$ cat config.mk
export PLATFORM = sky130hd
export DESIGN_NAME = nes_regs
export DESIGN_NICKNAME = d
export VERILOG_FILES = /design/src/core/nes_pkg.sv /design/src/core/nes_flag_bank.sv /design/src/core/nes_regs.sv
export SDC_FILE = /design/constraint.sdc
export NUM_CORES = 1
export LEC_CHECK = 0
export BUFFER_PORTS_ARGS = -buffer_cell sky130_fd_sc_hd__buf_2
export CAP_MARGIN = 30
export CORE_MARGIN = 10
export CORE_UTILIZATION = 51
export DETAILED_ROUTE_END_ITERATION = 8
export PLACE_DENSITY = 0.79
export SYNTH_ARGS = -nofsm -noshare
export SYNTH_HDL_FRONTEND = slang
export SYNTH_SLANG_ARGS = --single-unit
$ cat constraint.sdc
create_clock -name ref_clk -period 2.5 [get_ports ref_clk]
set_clock_uncertainty 0.1 [all_clocks]
set_input_delay 0.375 -clock ref_clk [delete_from_list [all_inputs] [get_ports ref_clk]]
set_output_delay 0.375 -clock ref_clk [all_outputs]
set_load 0.03 [all_outputs]
$ cat src/core/nes_pkg.sv
// Constants for the nonvolatile-memory integrity status registers
package nes_pkg;
    // Register addresses on the byte-wide host register port
    localparam logic [7:0] ADDR_UNCORR   = 8'h5B;
    localparam logic [7:0] ADDR_EE_DET   = 8'h5C;
    localparam logic [7:0] ADDR_NVM_ERR  = 8'h5E;
    localparam logic [7:0] ADDR_SS_CFG_A = 8'h60;

    // Field positions
    localparam int NVM_CLR_BIT    = 4;
    localparam int DATA_VALID_BIT = 1;
    localparam int VOLT_FAULT_BIT = 0;
    localparam int SS_FREQ_LSB    = 6;
    localparam int SS_FREQ_MSB    = 7;

    // Reset values
    localparam logic [7:0] RST_UNCORR = 8'h00;
    localparam logic [7:0] RST_EE_DET = 8'h00;
    localparam logic [7:0] RST_SS_CFG = 8'h00;

    // Modulation frequency select codes
    typedef enum logic [1:0] {
        NES_SS_17K5,
        NES_SS_20K,
        NES_SS_22K5,
        NES_SS_25K
    } nes_ss_freq_t;

    // Clock and modulation frequencies in Hz
    localparam int CLK_HZ     = 200_000_000;
    localparam int SS_HZ_17K5 = 17_500;
    localparam int SS_HZ_20K  = 20_000;
    localparam int SS_HZ_22K5 = 22_500;
    localparam int SS_HZ_25K  = 25_000;

    // Modulation periods in clock cycles, rounded down
    localparam int SS_CYC_17K5 = CLK_HZ / SS_HZ_17K5;
    localparam int SS_CYC_20K  = CLK_HZ / SS_HZ_20K;
    localparam int SS_CYC_22K5 = CLK_HZ / SS_HZ_22K5;
    localparam int SS_CYC_25K  = CLK_HZ / SS_HZ_25K;

    localparam int SS_CNT_W = 16;
endpackage : nes_pkg

$ cat src/core/nes_flag_bank.sv
// Sticky status flags: set by hardware, cleared together by software
`timescale 1ns/1ps
`default_nettype none
module nes_flag_bank #(
    parameter int         W       = 8,
    parameter logic [W-1:0] RST_VAL = '0
) (
    input  wire logic         clk,
    input  wire logic         rst_n,
    input  wire logic [W-1:0] set_evt,
    input  wire logic         clr,
    output logic      [W-1:0] flags_r
);
    logic [W-1:0] flags_nxt;

    // Set wins over clear so an event in the clearing cycle survives
    always_comb begin
        flags_nxt = (flags_r & ~{W{clr}}) | set_evt;
    end

    // Flags only fall on the clearing write or at reset
    always_ff @(posedge clk or negedge rst_n) begin
        if (!rst_n) begin
            flags_r <= RST_VAL;
        end else begin
            flags_r <= flags_nxt;
        end
    end
endmodule : nes_flag_bank
`default_nettype wire

$ cat src/core/nes_regs.sv
// Nonvolatile-memory integrity status and spread-spectrum config registers
//
// Functional notes
// - One uncorrectable-ECC flag per bank, bank n in bit n, one means error.
// - Writing one to bit four at 0x5E clears all these status flags.
// - Data-valid bit one reads set while either ID register is non-zero.
// - Bit zero latches insufficient EEPROM supply voltage, zero when normal.
// - Uncorrectable flag register resets to all zeros.
// - Bits seven and six select modulation frequency; reset 00 means 17.5kHz.
`timescale 1ns/1ps
`default_nettype none
module nes_regs #(
    parameter int SS_PERIOD_17K5 = nes_pkg::SS_CYC_17K5,
    parameter int SS_PERIOD_20K  = nes_pkg::SS_CYC_20K,
    parameter int SS_PERIOD_22K5 = nes_pkg::SS_CYC_22K5,
    parameter int SS_PERIOD_25K  = nes_pkg::SS_CYC_25K
) (
    input  wire logic       ref_clk,
    input  wire logic       rst_n,
    input  wire logic       reg_wr_en,
    input  wire logic       reg_rd_en,
    input  wire logic [7:0] reg_addr,
    input  wire logic [7:0] reg_wdata,
    output logic      [7:0] reg_rdata_r,
    output logic            reg_rvalid_r,
    input  wire logic [7:0] ecc_uncorr_evt,
    input  wire logic       prog_voltage_low,
    input  wire logic [7:0] eeprom_id1,
    input  wire logic [7:0] eeprom_id2,
    output logic      [7:0] uncorr_flags_r,
    output logic            customer_data_valid_r,
    output logic            prog_voltage_fault_latched_r,
    output logic      [7:0] ss_cfg_r,
    output logic            ss_mod_tick_r
);
    localparam int CW = nes_pkg::SS_CNT_W;

    logic            rst_meta_r;
    logic            rst_sync_r;
    logic            nonvolatile_fault_clear;
    logic            data_valid_set;
    logic [1:0]      detail_flags_r;
    logic [7:0]      rdata_nxt;
    logic [CW-1:0]   ss_cnt_r;
    logic [CW-1:0]   ss_cnt_nxt;
    logic [CW-1:0]   ss_period;

    // Modulation period in cycles for a select code
    function automatic logic [CW-1:0] ss_period_of(input logic [1:0] sel);
        logic [CW-1:0] p;
        p = '0;
        unique case (nes_pkg::nes_ss_freq_t'(sel))
            nes_pkg::NES_SS_17K5: p = CW'(SS_PERIOD_17K5);
            nes_pkg::NES_SS_20K:  p = CW'(SS_PERIOD_20K);
            nes_pkg::NES_SS_22K5: p = CW'(SS_PERIOD_22K5);
            nes_pkg::NES_SS_25K:  p = CW'(SS_PERIOD_25K);
        endcase
        return p;
    endfunction : ss_period_of

    // Reset release through two flops; assertion is still immediate
    // Costs two cycles of release latency but keeps release clear of the clock edge
    always_ff @(posedge ref_clk or negedge rst_n) begin
        if (!rst_n) begin
            rst_meta_r <= 1'b0;
            rst_sync_r <= 1'b0;
        end else begin
            rst_meta_r <= 1'b1;
            rst_sync_r <= rst_meta_r;
        end
    end

    // Clearing strobe: write of one to the clear bit; bit is not stored
    assign nonvolatile_fault_clear = reg_wr_en && (reg_addr == nes_pkg::ADDR_NVM_ERR)
                                     && reg_wdata[nes_pkg::NVM_CLR_BIT];

    // Valid is held set while an ID is non-zero, so a clear only sticks once both are zero
    assign data_valid_set = (eeprom_id1 != 8'h00) || (eeprom_id2 != 8'h00);

    // Per-bank uncorrectable error flags
    nes_flag_bank #(
        .W       (8),
        .RST_VAL (nes_pkg::RST_UNCORR)
    ) u_uncorr (
        .clk     (ref_clk),
        .rst_n   (rst_sync_r),
        .set_evt (ecc_uncorr_evt),
        .clr     (nonvolatile_fault_clear),
        .flags_r (uncorr_flags_r)
    );

    // Detail flags: bit one data valid, bit zero supply fault
    nes_flag_bank #(
        .W       (2),
        .RST_VAL (nes_pkg::RST_EE_DET[1:0])
    ) u_detail (
        .clk     (ref_clk),
        .rst_n   (rst_sync_r),
        .set_evt ({data_valid_set, prog_voltage_low}),
        .clr     (nonvolatile_fault_clear),
        .flags_r (detail_flags_r)
    );

    assign customer_data_valid_r        = detail_flags_r[nes_pkg::DATA_VALID_BIT];
    assign prog_voltage_fault_latched_r = detail_flags_r[nes_pkg::VOLT_FAULT_BIT];

    // Spread-spectrum config, plain read/write byte
    always_ff @(posedge ref_clk or negedge rst_sync_r) begin
        if (!rst_sync_r) begin
            ss_cfg_r <= nes_pkg::RST_SS_CFG;
        end else if (reg_wr_en && reg_addr == nes_pkg::ADDR_SS_CFG_A) begin
            ss_cfg_r <= reg_wdata;
        end
    end

    // Read mux; unmapped and write-only addresses read zero
    always_comb begin
        rdata_nxt = 8'h00;
        unique case (reg_addr)
            nes_pkg::ADDR_UNCORR:   rdata_nxt = uncorr_flags_r;
            nes_pkg::ADDR_EE_DET:   rdata_nxt = {6'h00, detail_flags_r};
            nes_pkg::ADDR_SS_CFG_A: rdata_nxt = ss_cfg_r;
            default:                rdata_nxt = 8'h00;
        endcase
    end

    // Read data registered one cycle after the strobe
    always_ff @(posedge ref_clk or negedge rst_sync_r) begin
        if (!rst_sync_r) begin
            reg_rdata_r  <= 8'h00;
            reg_rvalid_r <= 1'b0;
        end else begin
            reg_rvalid_r <= reg_rd_en;
            if (reg_rd_en) begin
                reg_rdata_r <= rdata_nxt;
            end
        end
    end

    // Modulation tick; a select change applies to the running count in the cycle after the write
    assign ss_period = ss_period_of(ss_cfg_r[nes_pkg::SS_FREQ_MSB:nes_pkg::SS_FREQ_LSB]);

    // Next count; wrapping at or past the end also catches a shortened period
    always_comb begin
        if (ss_cnt_r >= ss_period - CW'(1)) begin
            ss_cnt_nxt = '0;
        end else begin
            ss_cnt_nxt = ss_cnt_r + CW'(1);
        end
    end

    // Tick registered with the count so it marks the first cycle after a wrap
    always_ff @(posedge ref_clk or negedge rst_sync_r) begin
        if (!rst_sync_r) begin
            ss_cnt_r      <= '0;
            ss_mod_tick_r <= 1'b0;
        end else begin
            ss_cnt_r      <= ss_cnt_nxt;
            ss_mod_tick_r <= (ss_cnt_nxt == '0);
        end
    end

    // Checks
    a_clear_uncorr: assert property (@(posedge ref_clk) disable iff (!rst_sync_r)
        nonvolatile_fault_clear && ecc_uncorr_evt == 8'h00 |=> uncorr_flags_r == 8'h00)
        else $error("uncorrectable flags not cleared");

    a_set_wins: assert property (@(posedge ref_clk) disable iff (!rst_sync_r)
        nonvolatile_fault_clear && prog_voltage_low |=> prog_voltage_fault_latched_r)
        else $error("supply fault lost in clearing cycle");

    a_flags_hold: assert property (@(posedge ref_clk) disable iff (!rst_sync_r)
        !nonvolatile_fault_clear |=> (($past(uncorr_flags_r) & ~uncorr_flags_r) == 8'h00))
        else $error("uncorrectable flag fell without clear");

    a_fault_sticky: assert property (@(posedge ref_clk) disable iff (!rst_sync_r)
        !nonvolatile_fault_clear |=> !$fell(prog_voltage_fault_latched_r)
                                     && !$fell(customer_data_valid_r))
        else $error("detail flag fell without clear");

    a_clear_detail: assert property (@(posedge ref_clk) disable iff (!rst_sync_r)
        nonvolatile_fault_clear && !prog_voltage_low && !data_valid_set
            |=> !prog_voltage_fault_latched_r && !customer_data_valid_r)
        else $error("detail flags not cleared");

    a_bank_sets: assert property (@(posedge ref_clk) disable iff (!rst_sync_r)
        ecc_uncorr_evt != 8'h00 |=> (uncorr_flags_r & $past(ecc_uncorr_evt))
                                     == $past(ecc_uncorr_evt))
        else $error("bank flag not set");

    a_valid_follows: assert property (@(posedge ref_clk) disable iff (!rst_sync_r)
        data_valid_set |=> customer_data_valid_r)
        else $error("data valid not set for non-zero id");

    a_volt_hold: assert property (@(posedge ref_clk) disable iff (!rst_sync_r)
        prog_voltage_low ##1 !nonvolatile_fault_clear [*3] |=> prog_voltage_fault_latched_r)
        else $error("supply fault not held");

    a_detail_upper: assert property (@(posedge ref_clk) disable iff (!rst_sync_r)
        reg_rd_en && reg_addr == nes_pkg::ADDR_EE_DET |=> reg_rvalid_r
                                                        && reg_rdata_r[7:2] == 6'h00)
        else $error("unused detail bits not zero");

    a_reset_zero: assert property (@(posedge ref_clk)
        $rose(rst_sync_r) |-> uncorr_flags_r == 8'h00 && ss_cfg_r[7:6] == 2'b00)
        else $error("reset values wrong");

    a_tick_bound: assert property (@(posedge ref_clk) disable iff (!rst_sync_r)
        $stable(ss_cfg_r[nes_pkg::SS_FREQ_MSB:nes_pkg::SS_FREQ_LSB]) |-> ss_cnt_r < ss_period)
        else $error("modulation counter out of range");

    c_clear: cover property (@(posedge ref_clk) disable iff (!rst_sync_r)
        uncorr_flags_r != 8'h00 ##1 nonvolatile_fault_clear);
    c_set_clear: cover property (@(posedge ref_clk) disable iff (!rst_sync_r)
        nonvolatile_fault_clear && ecc_uncorr_evt != 8'h00);
    c_ss_write: cover property (@(posedge ref_clk) disable iff (!rst_sync_r)
        reg_wr_en && reg_addr == nes_pkg::ADDR_SS_CFG_A && reg_wdata[7:6] == 2'b11);
    c_valid_kept: cover property (@(posedge ref_clk) disable iff (!rst_sync_r)
        nonvolatile_fault_clear && data_valid_set);
endmodule : nes_regs
`default_nettype wire

Word-level counts from Yosys, hierarchy flattened

Index checks and enable logic that the tools add are counted.
Widths: inputs -> output; s select.

Register bits after elaboration: 46
Input port bits: 45
Output and inout port bits: 28

Add/subtract/negate cells: 2
$lt $le $gt $ge: 1
Equal/unequal tests: 7
Muxes and demuxes: 3
Bitwise gates (word level): 6
Reductions and logical operators: 8

Operator list:

| cell                  | count |
|---|---|
| $pmux 16 s4           | 1 |
| $eq 8x7->1 const B    | 4 |
| $pmux 8 s3            | 1 |
| $add 16x1->16 const B | 1 |
| $ge 16x16->1          | 1 |
| $logic_not 16->1      | 1 |
| $mux 16               | 1 |
| $reduce_bool 8->1     | 2 |
| $sub 16x1->16 const B | 1 |
| $and 8x8->8           | 1 |
| $not 8->8             | 1 |
| $or 8x8->8            | 1 |
| $eq 2x2->1 const B    | 2 |
| $logic_and 1x1->1     | 3 |
| $and 2x2->2           | 1 |
| $eq 2x1->1 const B    | 1 |
| $logic_not 2->1       | 1 |
| $not 2->2             | 1 |
| $or 2x2->2            | 1 |
| $logic_or 1x1->1      | 1 |

Depth between registers and ports, before layout

Gate-level depths: netlist of run 1.

Word-level depth: 6
Gate-level depth with buffers: 10
Gate-level depth less buffers: 9

Hierarchy

A second synthesis of run 1 with hierarchy kept.

Cell total of the unflattened synthesis: 222
Area total of the unflattened synthesis: 2377.3 um^2

By module, submodules not included:

| module                    | times used | cells an instance | area an instance (um^2) | seq. area each (um^2) |
|---|---|---|---|---|
| nes_regs                  | 1          | 200               | 2044.5                  | 900.9 |
| nes_flag_bank at u_uncorr | 1          | 17                | 264.0                   | 200.2 |
| nes_flag_bank at u_detail | 1          | 5                 | 68.8                    | 50.0 |

Worst setup path after synthesis of run 1

No wires, ideal clock.

Path kind: register to register
Start point: register ss_cfg_r[6]
End point: register ss_cnt_r[10]
Data arrival time: 2200 ps
Required time: 2279 ps
Slack: 79 ps
Stages on the path, launching flop included: 10
Path through: dfrtp_1 -> inv_1 -> ha_1 -> ha_1 -> nand2_1 -> o21ai_0 -> a21oi_1 -> o211ai_2 -> buf_2 -> nor2_1

Longest elaborated chain between the ends: 5
Elaborated cells on any way between the ends: 8
Classes of those cells: add/sub: 1; order compare: 1; eq/ne: 3; mux: 2; reduce/logical: 1

Ends and longest elaborated chain:

| element                                  | RTL line        | text |
|---|---|---|
| from (decl)                              | nes_regs.sv:33  | `output logic [7:0] ss_cfg_r,` |
| from (signal assigned)                   | nes_regs.sv:110 | `ss_cfg_r <= nes_pkg::RST_SS_CFG;` |
| from (signal assigned)                   | nes_regs.sv:112 | `ss_cfg_r <= reg_wdata;` |
| $eq 2x2->1, or another cell as far along | nes_regs.sv:52  | `unique case (nes_pkg::nes_ss_freq_t'(sel))` |
| $pmux 16 s4 (*)                          | nes_regs.sv:52  |  |
| $sub 16x1->16 (*)                        | nes_regs.sv:145 | `if (ss_cnt_r >= ss_period - CW'(1)) begin` |
| $ge 16x16->1 (*)                         | nes_regs.sv:145 |  |
| $mux 16 (*)                              | nes_regs.sv:145 |  |
| via ss_cnt_nxt[10]                       | nes_regs.sv:45  | `logic [CW-1:0] ss_cnt_nxt;` |
| to (signal assigned)                     | nes_regs.sv:158 | `ss_cnt_r <= ss_cnt_nxt;` |
| to (decl)                                | nes_regs.sv:44  | `logic [CW-1:0] ss_cnt_r;` |

Mark *: on every way through the listed nets, which the timed path passes. The rest lies on a longest branch. The select of a mux whose other input is x is not followed.
A chain may end at the register's enable or synchronous reset.

Worst setup path after layout of run 1

Start point: register ss_cfg_r[6]
End point: register ss_mod_tick_r

Longest elaborated chain between the ends: 6
Elaborated cells on any way between the ends: 9
Classes of those cells: add/sub: 1; order compare: 1; eq/ne: 3; mux: 2; reduce/logical: 2

Ends and longest elaborated chain:

| element                                  | RTL line        | text |
|---|---|---|
| $eq 2x2->1, or another cell as far along | nes_regs.sv:52  |  |
| $pmux 16 s4 (*)                          | nes_regs.sv:52  |  |
| $sub 16x1->16 (*)                        | nes_regs.sv:145 |  |
| $ge 16x16->1 (*)                         | nes_regs.sv:145 |  |
| $mux 16 (*)                              | nes_regs.sv:145 |  |
| $logic_not 16->1 (*)                     | nes_regs.sv:159 | `ss_mod_tick_r <= (ss_cnt_nxt == '0);` |
| to (signal assigned)                     | nes_regs.sv:159 |  |
| to (decl)                                | nes_regs.sv:34  | `output logic ss_mod_tick_r` |

Every way passes the cells marked *; elsewhere a longest branch is shown, timed or not. The select of a mux whose other input is x is not followed.

==> results.tsv, run 1 <==
metric	value	unit
wirelength	5760	µm
ys_seq_area_frac	0.466	
cts_tree	built	
syn_nets	295	
insertion_delay	0.29	ns
final-setup-viol-count	0	
numCtsBuffers	5	
p_per_area	473	nW/µm²
rsz0062_at_grt	no	
grt_overflow	0	
r2r_cells	8	
switchingPower	381	µW
synth-edff-count	0	
yosysWarnings	0	
row_count	25	
power.internal	1040	µW
p_leak	0.00136	µW
dr_total_vias	1966	
clock_path_buffers	2	
power	1420	µW
crit_arrival	2.47	ns
critPathCaptureType	flop	
p_clk_frac	0.312	
layout.nets	370	
crit_type	flop to flop	
synth.distinct_cells	41	
synth_async_sr_flop_share	1.00	
slew_viol_final	0	
wire_per_inst	15.4	µm
fp.dieW	89.6	µm
hold_class	flop to async pin	
outcome	finished, final reports clean	
cap_violations	0	
track_usage	0.142	
crit_required	2.58	ns
drc	0	
max_stage_delay	0.44	ns
drive_gt1_frac	0.330	
stdcell_area	3010	µm²
p_seq_frac	0.556	
diodes	0	
syn_area	2470	µm²
cts.sinks	46	
fp.dieH	89.6	µm
hold_viol	0	
setup_slack	0.106	ns
r2r-start	ss_cfg_r[6]$_DFFE_PN0P_	
postCtsSetupRepairBufs	0	
grt_max_degree	45	
ant_nets	0	
swShare	0.268	
tns	0	ns
first_global_vias	2024	
core_area	4720	µm²
dp_slack	0.0506	ns
crit_chain	inv_1 -> ha_1 -> ha_1 -> a21oi_1 -> o21ai_0 -> a21oi_1 -> o211ai_4 -> a41o_1	
drtIter0Drc	104	
dp_hpwl	4580	µm
synthFlopType	dfrtp_1	
ir_worst_vdd	0.000359	V
hold_slack	0.0431	ns
fillers	380	
timing.rr.end	ss_mod_tick_r$_DFF_PN0_	
synth.avg_cell_area	10.7	µm²
grt_pass1_wl	9110	µm
period_share	0.958	
start_util	0.523	
worst_path_max_delay_cell	dfrtp_1	
fmax	418	MHz
pwr-share-comb	0.132	
synth-seq-cells	46	
htreeDepth	2	
area_growth	21.7	%
cp-start-kind	flop	
syn_inst	230	
clkTransAtPathRegs	0.09	ns
placedInstanceArea	2880	µm²
period_minus_slack	2.39	ns
ios	73	
root_buffer	clkbuf_8	
crit_fanout	16	
io_buffers	72	
gp_congestion	0.890	
dr.pass1.iters	4	
regToRegSetupSlack	0.11	ns
vias_per_cell	5.27	
antenna_found_initial	0	
dieArea	8030	µm²
power by group through the flow:
stage / registers (µW) / clock network, µW / logic [µW]
final: 791 / 444 / 188
after global routing: 797 / 494 / 208
after CTS: 801 / 457 / 176
after detailed placement: 816 / 0 / 174
after global placement: 815 / 0 / 170
after floorplan: 844 / 0 / 68.2
cell usage in the layout (no fill, tap or decap), types with 2 or more instances in the layout:
cell	instances
dfrtp_1	44
ha_1	20
o21ai_0	4
a31oi_1	2
inv_1	7
nor3_1	2
a21o_1	10
dfrtp_2	2
clkbuf_8	5
xnor2_1	9
conb_1	2
nand4_1	4
nor3_2	2
mux2_4	8
nand3b_1	4
xor2_1	4
nor4_1	5
a22oi_1	8
nand2_1	9
a21oi_1	12
nand3_1	9
a41oi_1	2
nor2_1	37
buf_2	72
cell families (layout without fill, tap and decap cells):
kind of cell	after synthesis	after routing	synth area share
simple gates	83	83	0.186
flops	46	46	0.466
compound gates	44	44	0.120
fa+ha+maj	20	20	0.101
buf+inv	14	90	0.0294
xor+xnor	13	13	0.0461
mux	8	8	0.0486
other cells	2	2	0.00304
registers in the layout, indices dropped and copies added (netlist names), 2 cells and up:
name,cells
reg_rdata_r,8
ss_cfg_r,8
ss_cnt_r,16
u_detail.flags_r,2
u_uncorr.flags_r,8
critical path, delay by kind of cell (launching register included):
kind / cells / cell delay (ns)
DFF: 1 / 0.44
buffers and inverters: 1 / 0.21
AOI/OAI and AO/OA: 5 / 0.97
adders and majority gates: 2 / 0.56
Yosys cell counts (all sizes together) (2+ instances only):
library cell  count  area, µm²
o21ai             5       25.0
inv               7       26.3
conb              2       7.51
xnor2             9       78.8
nor2             38        159
nor3              5       46.3
nand2             9       33.8
a21o             10       75.1
a31oi             2       12.5
ha               20        250
nand3            10       62.6
a22oi             8       60.1
a21oi            12       60.1
xor2              4       35.0
nand4             5       37.5
mux2              8        120
nand3b            4       30.0
buf               4       35.0
nor4              5       31.3
dfrtp            46       1150
a41oi             2       17.5
clkbuf            3       11.3
per-stage QoR:
stage,utilization,std cells
6_report,0.637,373
4_1_cts,0.631,372
2_1_floorplan,-,230
3_5_place_dp,0.610,363
5_1_grt,0.637,373
3_3_place_gp,0.610,363
worst max path at each step:
stage,startpoint,to,depth (start not counted)
2_1_floorplan,ss_cfg_r[6]$_DFFE_PN0P_,ss_cnt_r[10]$_DFF_PN0_,9
3_3_place_gp,ss_cfg_r[7]$_DFFE_PN0P_,ss_mod_tick_r$_DFF_PN0_,8
3_5_place_dp,ss_cfg_r[6]$_DFFE_PN0P_,ss_cnt_r[5]$_DFF_PN0_,8
4_1_cts,ss_cfg_r[6]$_DFFE_PN0P_,ss_cnt_r[5]$_DFF_PN0_,8
5_1_grt,ss_cfg_r[6]$_DFFE_PN0P_,ss_mod_tick_r$_DFF_PN0_,8
6_report,ss_cfg_r[6]$_DFFE_PN0P_,ss_mod_tick_r$_DFF_PN0_,8
cell type report:
cell class	count	area [µm²]	share of cell area
tap	67	83.8	0.0279
multi-input combinational	170	1260	0.418
sequential	46	1150	0.383
timing repair buffer	75	398	0.132
inverter	7	26.3	0.00873
clock inverter	3	21.3	0.00707
clock buffer	5	68.8	0.0229
layer usage:
metal  vias to the layer above  part of all wire  track usage
met4                         0             0.015       0.0390
met2                        50              0.52        0.239
li1                        965                 -            -
met3                         6             0.042       0.0217
met5                         -                 0            0
met1                       945              0.43        0.183
timing repair:
item,4_1_cts,5_1_grt
endpoints found under the setup margin,0,16
endpoints found under the hold margin,2,0
hold buffers,1,0
resized for setup,0,2
(Power assumes the default switching activity.)
==> run 2, diff against run 1 <==
--- a/config.mk
+++ b/config.mk
@@ -10,7 +10,9 @@
 export CORE_MARGIN = 10
 export CORE_UTILIZATION = 51
 export DETAILED_ROUTE_END_ITERATION = 8
+export MAX_ROUTING_LAYER = met4
 export PLACE_DENSITY = 0.79
 export SYNTH_ARGS = -nofsm -noshare
 export SYNTH_HDL_FRONTEND = slang
+export SYNTH_HIERARCHICAL = 1
 export SYNTH_SLANG_ARGS = --single-unit
==> run 2 against run 1 <==
  * Clock power is 2% higher
  * Flip-flop and latch count stayed put
  * Register-to-register slack better by 0.07 ns
  * Core utilization is 3.2 points higher
  * Cell count is 3.2% lower
  * Via count stayed put
  * Synthesized cell count is 3.5% lower
  * Wire length is 7.0% higher
  * Worst hold slack better by 0.10 ns
  * Global-route usage is 2.5 points higher
  * Sequential share of layout area is 0.49 points higher
  * Worst setup slack better by 0.073 ns
==> results.tsv, run 2 <==
metric	value	unit
track_usage	0.167	
dr.pass1.iters	4	
period_share	0.928	
dieArea	7790	µm²
row_count	24	
fmax	431	MHz
dr_total_vias	1966	
power.internal	1040	µW
ant_nets	0	
synthMuxAreaShare	0.0379	
clkTransAtPathRegs	0.09	ns
largest_reg_flops	16	
crit_arrival	2.45	ns
syn_area	2380	µm²
drive_gt1_frac	0.356	
crit_required	2.63	ns
final_common_cell	buf_2	
clock_path_buffers	2	
synth-edff-count	0	
outcome	finished, final reports clean	
cap_violations	0	
insertion_delay	0.30	ns
slew_viol_final	0	
synth.avg_cell_area	10.7	µm²
yosysMostFrequentCell	dfrtp_1	
fp.dieH	88.3	µm
wire_per_inst	17.1	µm
yosys.area.top_type_share	0.484	
grt_overflow	0	
pwr-share-comb	0.128	
synth_async_sr_flop_share	1.00	
period_minus_slack	2.32	ns
p_seq_frac	0.554	
hold_viol	0	
crit_fanout	7	
grt_max_degree	27	
yosys-top-cells-count	46 x dfrtp_1, 30 x nor2_1, 20 x ha_1, 11 x a21o_1, 11 x a21oi_1	
synth.largest_area_cell	dfrtp_1	
vias_per_cell	5.45	
p_clk_frac	0.318	
numCtsBuffers	5	
tns	0	ns
synthFlopType	dfrtp_1	
synth_xor_area_frac	0.0479	
ir_worst_vdd	0.000332	V
largest-register	ss_cnt_r	
antenna_found_initial	0	
maxSlewHeadroom	0.635	
syn_inst	222	
synth_simple_gate_area_frac	0.185	
cts.sinks	46	
ys_top_cells_by_area	dfrtp_1 48%, ha_1 11%, nor2_1 4.7%, mux2_2 3.8%, a21o_1 3.5%	
swShare	0.274	
switchingPower	393	µW
drc	0	
fp.dieW	88.3	µm
crit_type	flop to flop	
dp_slack	0.0318	ns
hold_slack	0.143	ns
syn_nets	287	
critPathCaptureType	flop	
core_area	4440	µm²
wirelength	6160	µm
p_per_area	482	nW/µm²
synth-seq-cells	46	
area_growth	25.1	%
diodes	0	
synth.distinct_cells	41	
synth_compound_area_frac	0.119	
cp-start-kind	flop	
gp_congestion	0.847	
ys_seq_area_frac	0.484	
ios	73	
yosysWarnings	6	
grt_pass1_wl	10000	µm
cts_tree	built	
synthAdderAreaFrac	0.105	
first_global_vias	2094	
drtIter0Drc	118	
final-setup-viol-count	0	
dp_hpwl	4930	µm
synth_top_family_by_area	simple AND/OR/NAND/NOR gates	
hold_class	primary input to flop	
io_buffers	72	
final_cell_mix	72 x buf_2, 43 x dfrtp_1, 30 x nor2_1	
p_leak	0.00137	µW
root_buffer	clkbuf_8	
setup_slack	0.180	ns
htreeDepth	2	
layout.nets	373	
worst_slew_pin_slew	0.544	ns
start_util	0.535	
## run 2: cell types whose count changed after synthesis, moves of 3 or more
cell and delta:
mux2_2 +8, nor2_1 -7, nand3b_1 -4, nor3_1 +3
nand4b_1 +3, mux2_4 -8
## run 2: power by group through the flow
stage / Combinational (µW) / Clock, µW / Sequential [µW]
finish: 184 / 455 / 794
CTS: 181 / 470 / 795
detailed placement: 179 / 0 / 810
floorplan: 58.3 / 0 / 845
global route: 204 / 508 / 800
global placement: 172 / 0 / 809
## run 2: worst max-delay path, stage by stage, from the launching register on
cell and delay [ns]:
dfrtp_2 0.44, inv_1 0.13, ha_1 0.22, ha_1 0.27
a211oi_1 0.24, nor4_1 0.09, o211ai_1 0.18, a21o_1 0.17
nand3_4 0.12, buf_4 0.19, nor2_1 0.11
## run 2: layout make-up
type	instances	area, µm²
clock buffers	5	68.8
clock inverters	3	18.8
fillers	352	1470
inverters	8	30.0
multi-input cells	165	1200
flip-flops and latches	46	1150
well taps	52	65.1
repair buffers	82	438
## run 2: timing repair
item	in CTS	in global routing
hold buffers	1	0
setup buffers	0	3
pin swaps	0	1
endpoints found under the hold margin	2	0
setup endpoints to repair	2	11
gates resized for setup	1	4
## run 2: worst paths after layout
kind                                    startpoint                       endpoint  slack [ns]  depth (start not counted)
max reg2reg                ss_cfg_r[6]$_DFFE_PN0P_          ss_cnt_r[5]$_DFF_PN0_        0.18                         10
min                              ecc_uncorr_evt[1]  u_uncorr/flags_r[1]$_DFF_PN0_        0.14                          2
max in group asynchronous     rst_sync_r$_DFF_PN0_          ss_cnt_r[9]$_DFF_PN0_        1.59                          1
min in group asynchronous     rst_sync_r$_DFF_PN0_  u_uncorr/flags_r[5]$_DFF_PN0_        0.15                          0
min reg2reg                   rst_sync_r$_DFF_PN0_  u_uncorr/flags_r[5]$_DFF_PN0_        0.15                          0
max                        ss_cfg_r[6]$_DFFE_PN0P_          ss_cnt_r[5]$_DFF_PN0_        0.18                         10
## run 2: stage by stage
step	area, µm²	power [µW]	util	std cells
floorplan	2380	904	-	222
global placement	2840	981	0.639	349
detailed placement	2840	988	0.639	349
CTS	2940	1450	0.662	358
global route	2970	1510	0.669	361
finish	2970	1430	0.669	361
## run 2: logic make-up (layout without fill, tap and decap cells)
group	Yosys count	count (layout)
muxes	8	8
other	2	2
buffers and inverters	11	98
and+or+nand+nor	80	80
AOI/OAI and AO/OA	42	42
xor gates and xnor gates	13	13
adders and majority gates	20	20
DFF	46	46
## run 2: per-layer routing
layer  part of all wire  routed length (µm)  up-vias  global-route usage
met5                  0                   0        -                   -
met4              0.012                  77        0              0.0529
met3              0.042                 261        8              0.0331
met2               0.53                3240       50               0.278
met1               0.42                2580      930               0.198
li1                   -                   -      978                   -
==> run 3, diff against run 2 <==
--- a/config.mk
+++ b/config.mk
@@ -14,5 +14,4 @@
 export PLACE_DENSITY = 0.79
 export SYNTH_ARGS = -nofsm -noshare
 export SYNTH_HDL_FRONTEND = slang
-export SYNTH_HIERARCHICAL = 1
 export SYNTH_SLANG_ARGS = --single-unit
==> run 3 against run 2 <==
  * Total power is 0.96% lower
  * Worst hold slack worse by 0.10 ns
  * Cell count is 3.3% higher
  * Wire length is 7.0% lower
  * Die area is 3.1% higher
  * First-iteration DRC count is 25% lower
  * Register-to-register slack worse by 0.07 ns
  * Clock-buffer cell count stayed put
  * Core utilization is 3.2 points lower
  * Critical path type unchanged
  * Largest cell class unchanged
==> results.tsv, run 3 (synthesis results as in run 1) <==
metric	value	unit
outcome	finished, final reports clean	
cp-start-kind	flop	
dieArea	8030	µm²
diodes	0	
fp.dieW	89.6	µm
largest_reg_flops	16	
root_buffer	clkbuf_8	
critPathCaptureType	flop	
first_global_vias	2028	
rsz0062_at_grt	no	
clock_path_buffers	2	
swShare	0.267	
met3_length	205	µm
routed.top_layer	met4	
r2r-start	ss_cfg_r[6]$_DFFE_PN0P_	
period_minus_slack	2.39	ns
pwr-share-comb	0.132	
crit_required	2.57	ns
final_cell_mix	72 x buf_2, 44 x dfrtp_1, 37 x nor2_1	
row_count	25	
drtIter0Drc	89	
ios	73	
final_common_cell	buf_2	
period_share	0.958	
dr_total_vias	1976	
final-setup-viol-count	0	
wl_met2	2990	µm
clkTransAtPathRegs	0.09	ns
p_leak	0.00136	µW
grt_overflow	0	
gp_congestion	0.905	
crit_arrival	2.47	ns
cap_violations	0	
crit_type	flop to flop	
power.internal	1040	µW
grt_pass1_wl	9110	µm
fp.dieH	89.6	µm
drive_gt1_frac	0.330	
ant_nets	0	
p_clk_frac	0.310	
drc	0	
tns	0	ns
p_seq_frac	0.557	
hold_viol	0	
p_per_area	472	nW/µm²
core_area	4720	µm²
wirelength	5730	µm
final_cells	373	
wire_per_inst	15.4	µm
dr.pass1.iters	4	
regToRegSetupSlack	0.11	ns
area_growth	21.7	%
dp_hpwl	4580	µm
track_usage	0.145	
largest-register	ss_cnt_r	
layout.nets	370	
timing.rr.end	ss_mod_tick_r$_DFF_PN0_	
hold_class	flop to async pin	
drt-met1-wl	2460	µm
htreeDepth	2	
cts_tree	built	
start_util	0.523	
slew_viol_final	0	
numCtsBuffers	5	
dp_cells	363	
cts.sinks	46	
r2r_cells	8	
ir_worst_vdd	0.000353	V
io_buffers	72	
grt_max_degree	45	
crit_fanout	16	
switchingPower	379	µW
vias_per_cell	5.30	
antenna_found_initial	0	
insertion_delay	0.29	ns
fmax	418	MHz
## run 3: cell count changes in the layout (fill, tap and decap cells not counted), moves of 3 or more
cell      previous run  this run
mux2_2               8         0
nor2_1              30        37
mux2_4               0         8
nor3_1               5         2
nand4b_1             4         1
buf_4                9         1
nand3_1              6         9
nand3b_1             0         4
## run 3: final cells by class
type	instances	area (µm²)
Multi-Input combinational cell	170	1260
Sequential cell	46	1150
Clock inverter	3	21.3
Fill cell	380	1710
Clock buffer	5	68.8
Inverter	7	26.3
Tap cell	67	83.8
Timing Repair Buffer	75	398
## run 3: metal layers
| metal | track usage | vias up |
|---|---|---|
| met5 | - | - |
| met4 | 0.0390 | 0 |
| met3 | 0.0217 | 6 |
| met2 | 0.239 | 42 |
| met1 | 0.183 | 959 |
| li1 | - | 969 |
## run 3: how the worst max path moves through the flow
stage | end | slack [ns] | cells past startpoint | startpoint
2_1_floorplan | ss_cnt_r[10]$_DFF_PN0_ | 0.08 | 9 | ss_cfg_r[6]$_DFFE_PN0P_
3_3_place_gp | ss_mod_tick_r$_DFF_PN0_ | 0.11 | 8 | ss_cfg_r[7]$_DFFE_PN0P_
3_5_place_dp | ss_cnt_r[5]$_DFF_PN0_ | 0.05 | 8 | ss_cfg_r[6]$_DFFE_PN0P_
4_1_cts | ss_cnt_r[5]$_DFF_PN0_ | 0.02 | 8 | ss_cfg_r[6]$_DFFE_PN0P_
5_1_grt | ss_mod_tick_r$_DFF_PN0_ | 0.009 | 8 | ss_cfg_r[6]$_DFFE_PN0P_
6_report | ss_mod_tick_r$_DFF_PN0_ | 0.11 | 8 | ss_cfg_r[6]$_DFFE_PN0P_
## run 3: repair_timing
| item | 4_1_cts | 5_1_grt |
|---|---|---|
| gates resized for setup | 0 | 2 |
| setup buffers | 0 | 0 |
| hold endpoints to repair | 2 | 0 |
| setup endpoints to repair | 0 | 16 |
| hold buffers | 1 | 0 |
## run 3: power by group through the flow
stage	combinational, µW	clock, µW	sequential (µW)
after global placement	170	0	815
final	188	441	791
after floorplan	68.2	0	844
after CTS	176	457	801
after detailed placement	174	0	816
after global routing	208	494	797
## run 3: worst max-delay path, stage by stage, from the launching register on
cell      delay [ns]
dfrtp_1         0.44
inv_1           0.21
ha_1            0.27
ha_1            0.29
a21oi_1         0.14
o21ai_0         0.10
a21oi_1         0.25
o211ai_4        0.22
a41o_1          0.26
## run 3: through the flow
stage | total power, µW | utilization | area (µm²) | hold WS (ns) | setup WS, ns
floorplan | 912 | - | 2470 | -0.0206 | 0.0791
global placement | 985 | 0.610 | 2880 | 0.0616 | 0.106
detailed placement | 989 | 0.610 | 2880 | 0.0618 | 0.0506
CTS | 1430 | 0.631 | 2980 | 0.148 | 0.0219
global route | 1500 | 0.637 | 3010 | 0.0863 | 0.00861
finish | 1420 | 0.637 | 3010 | 0.0427 | 0.106
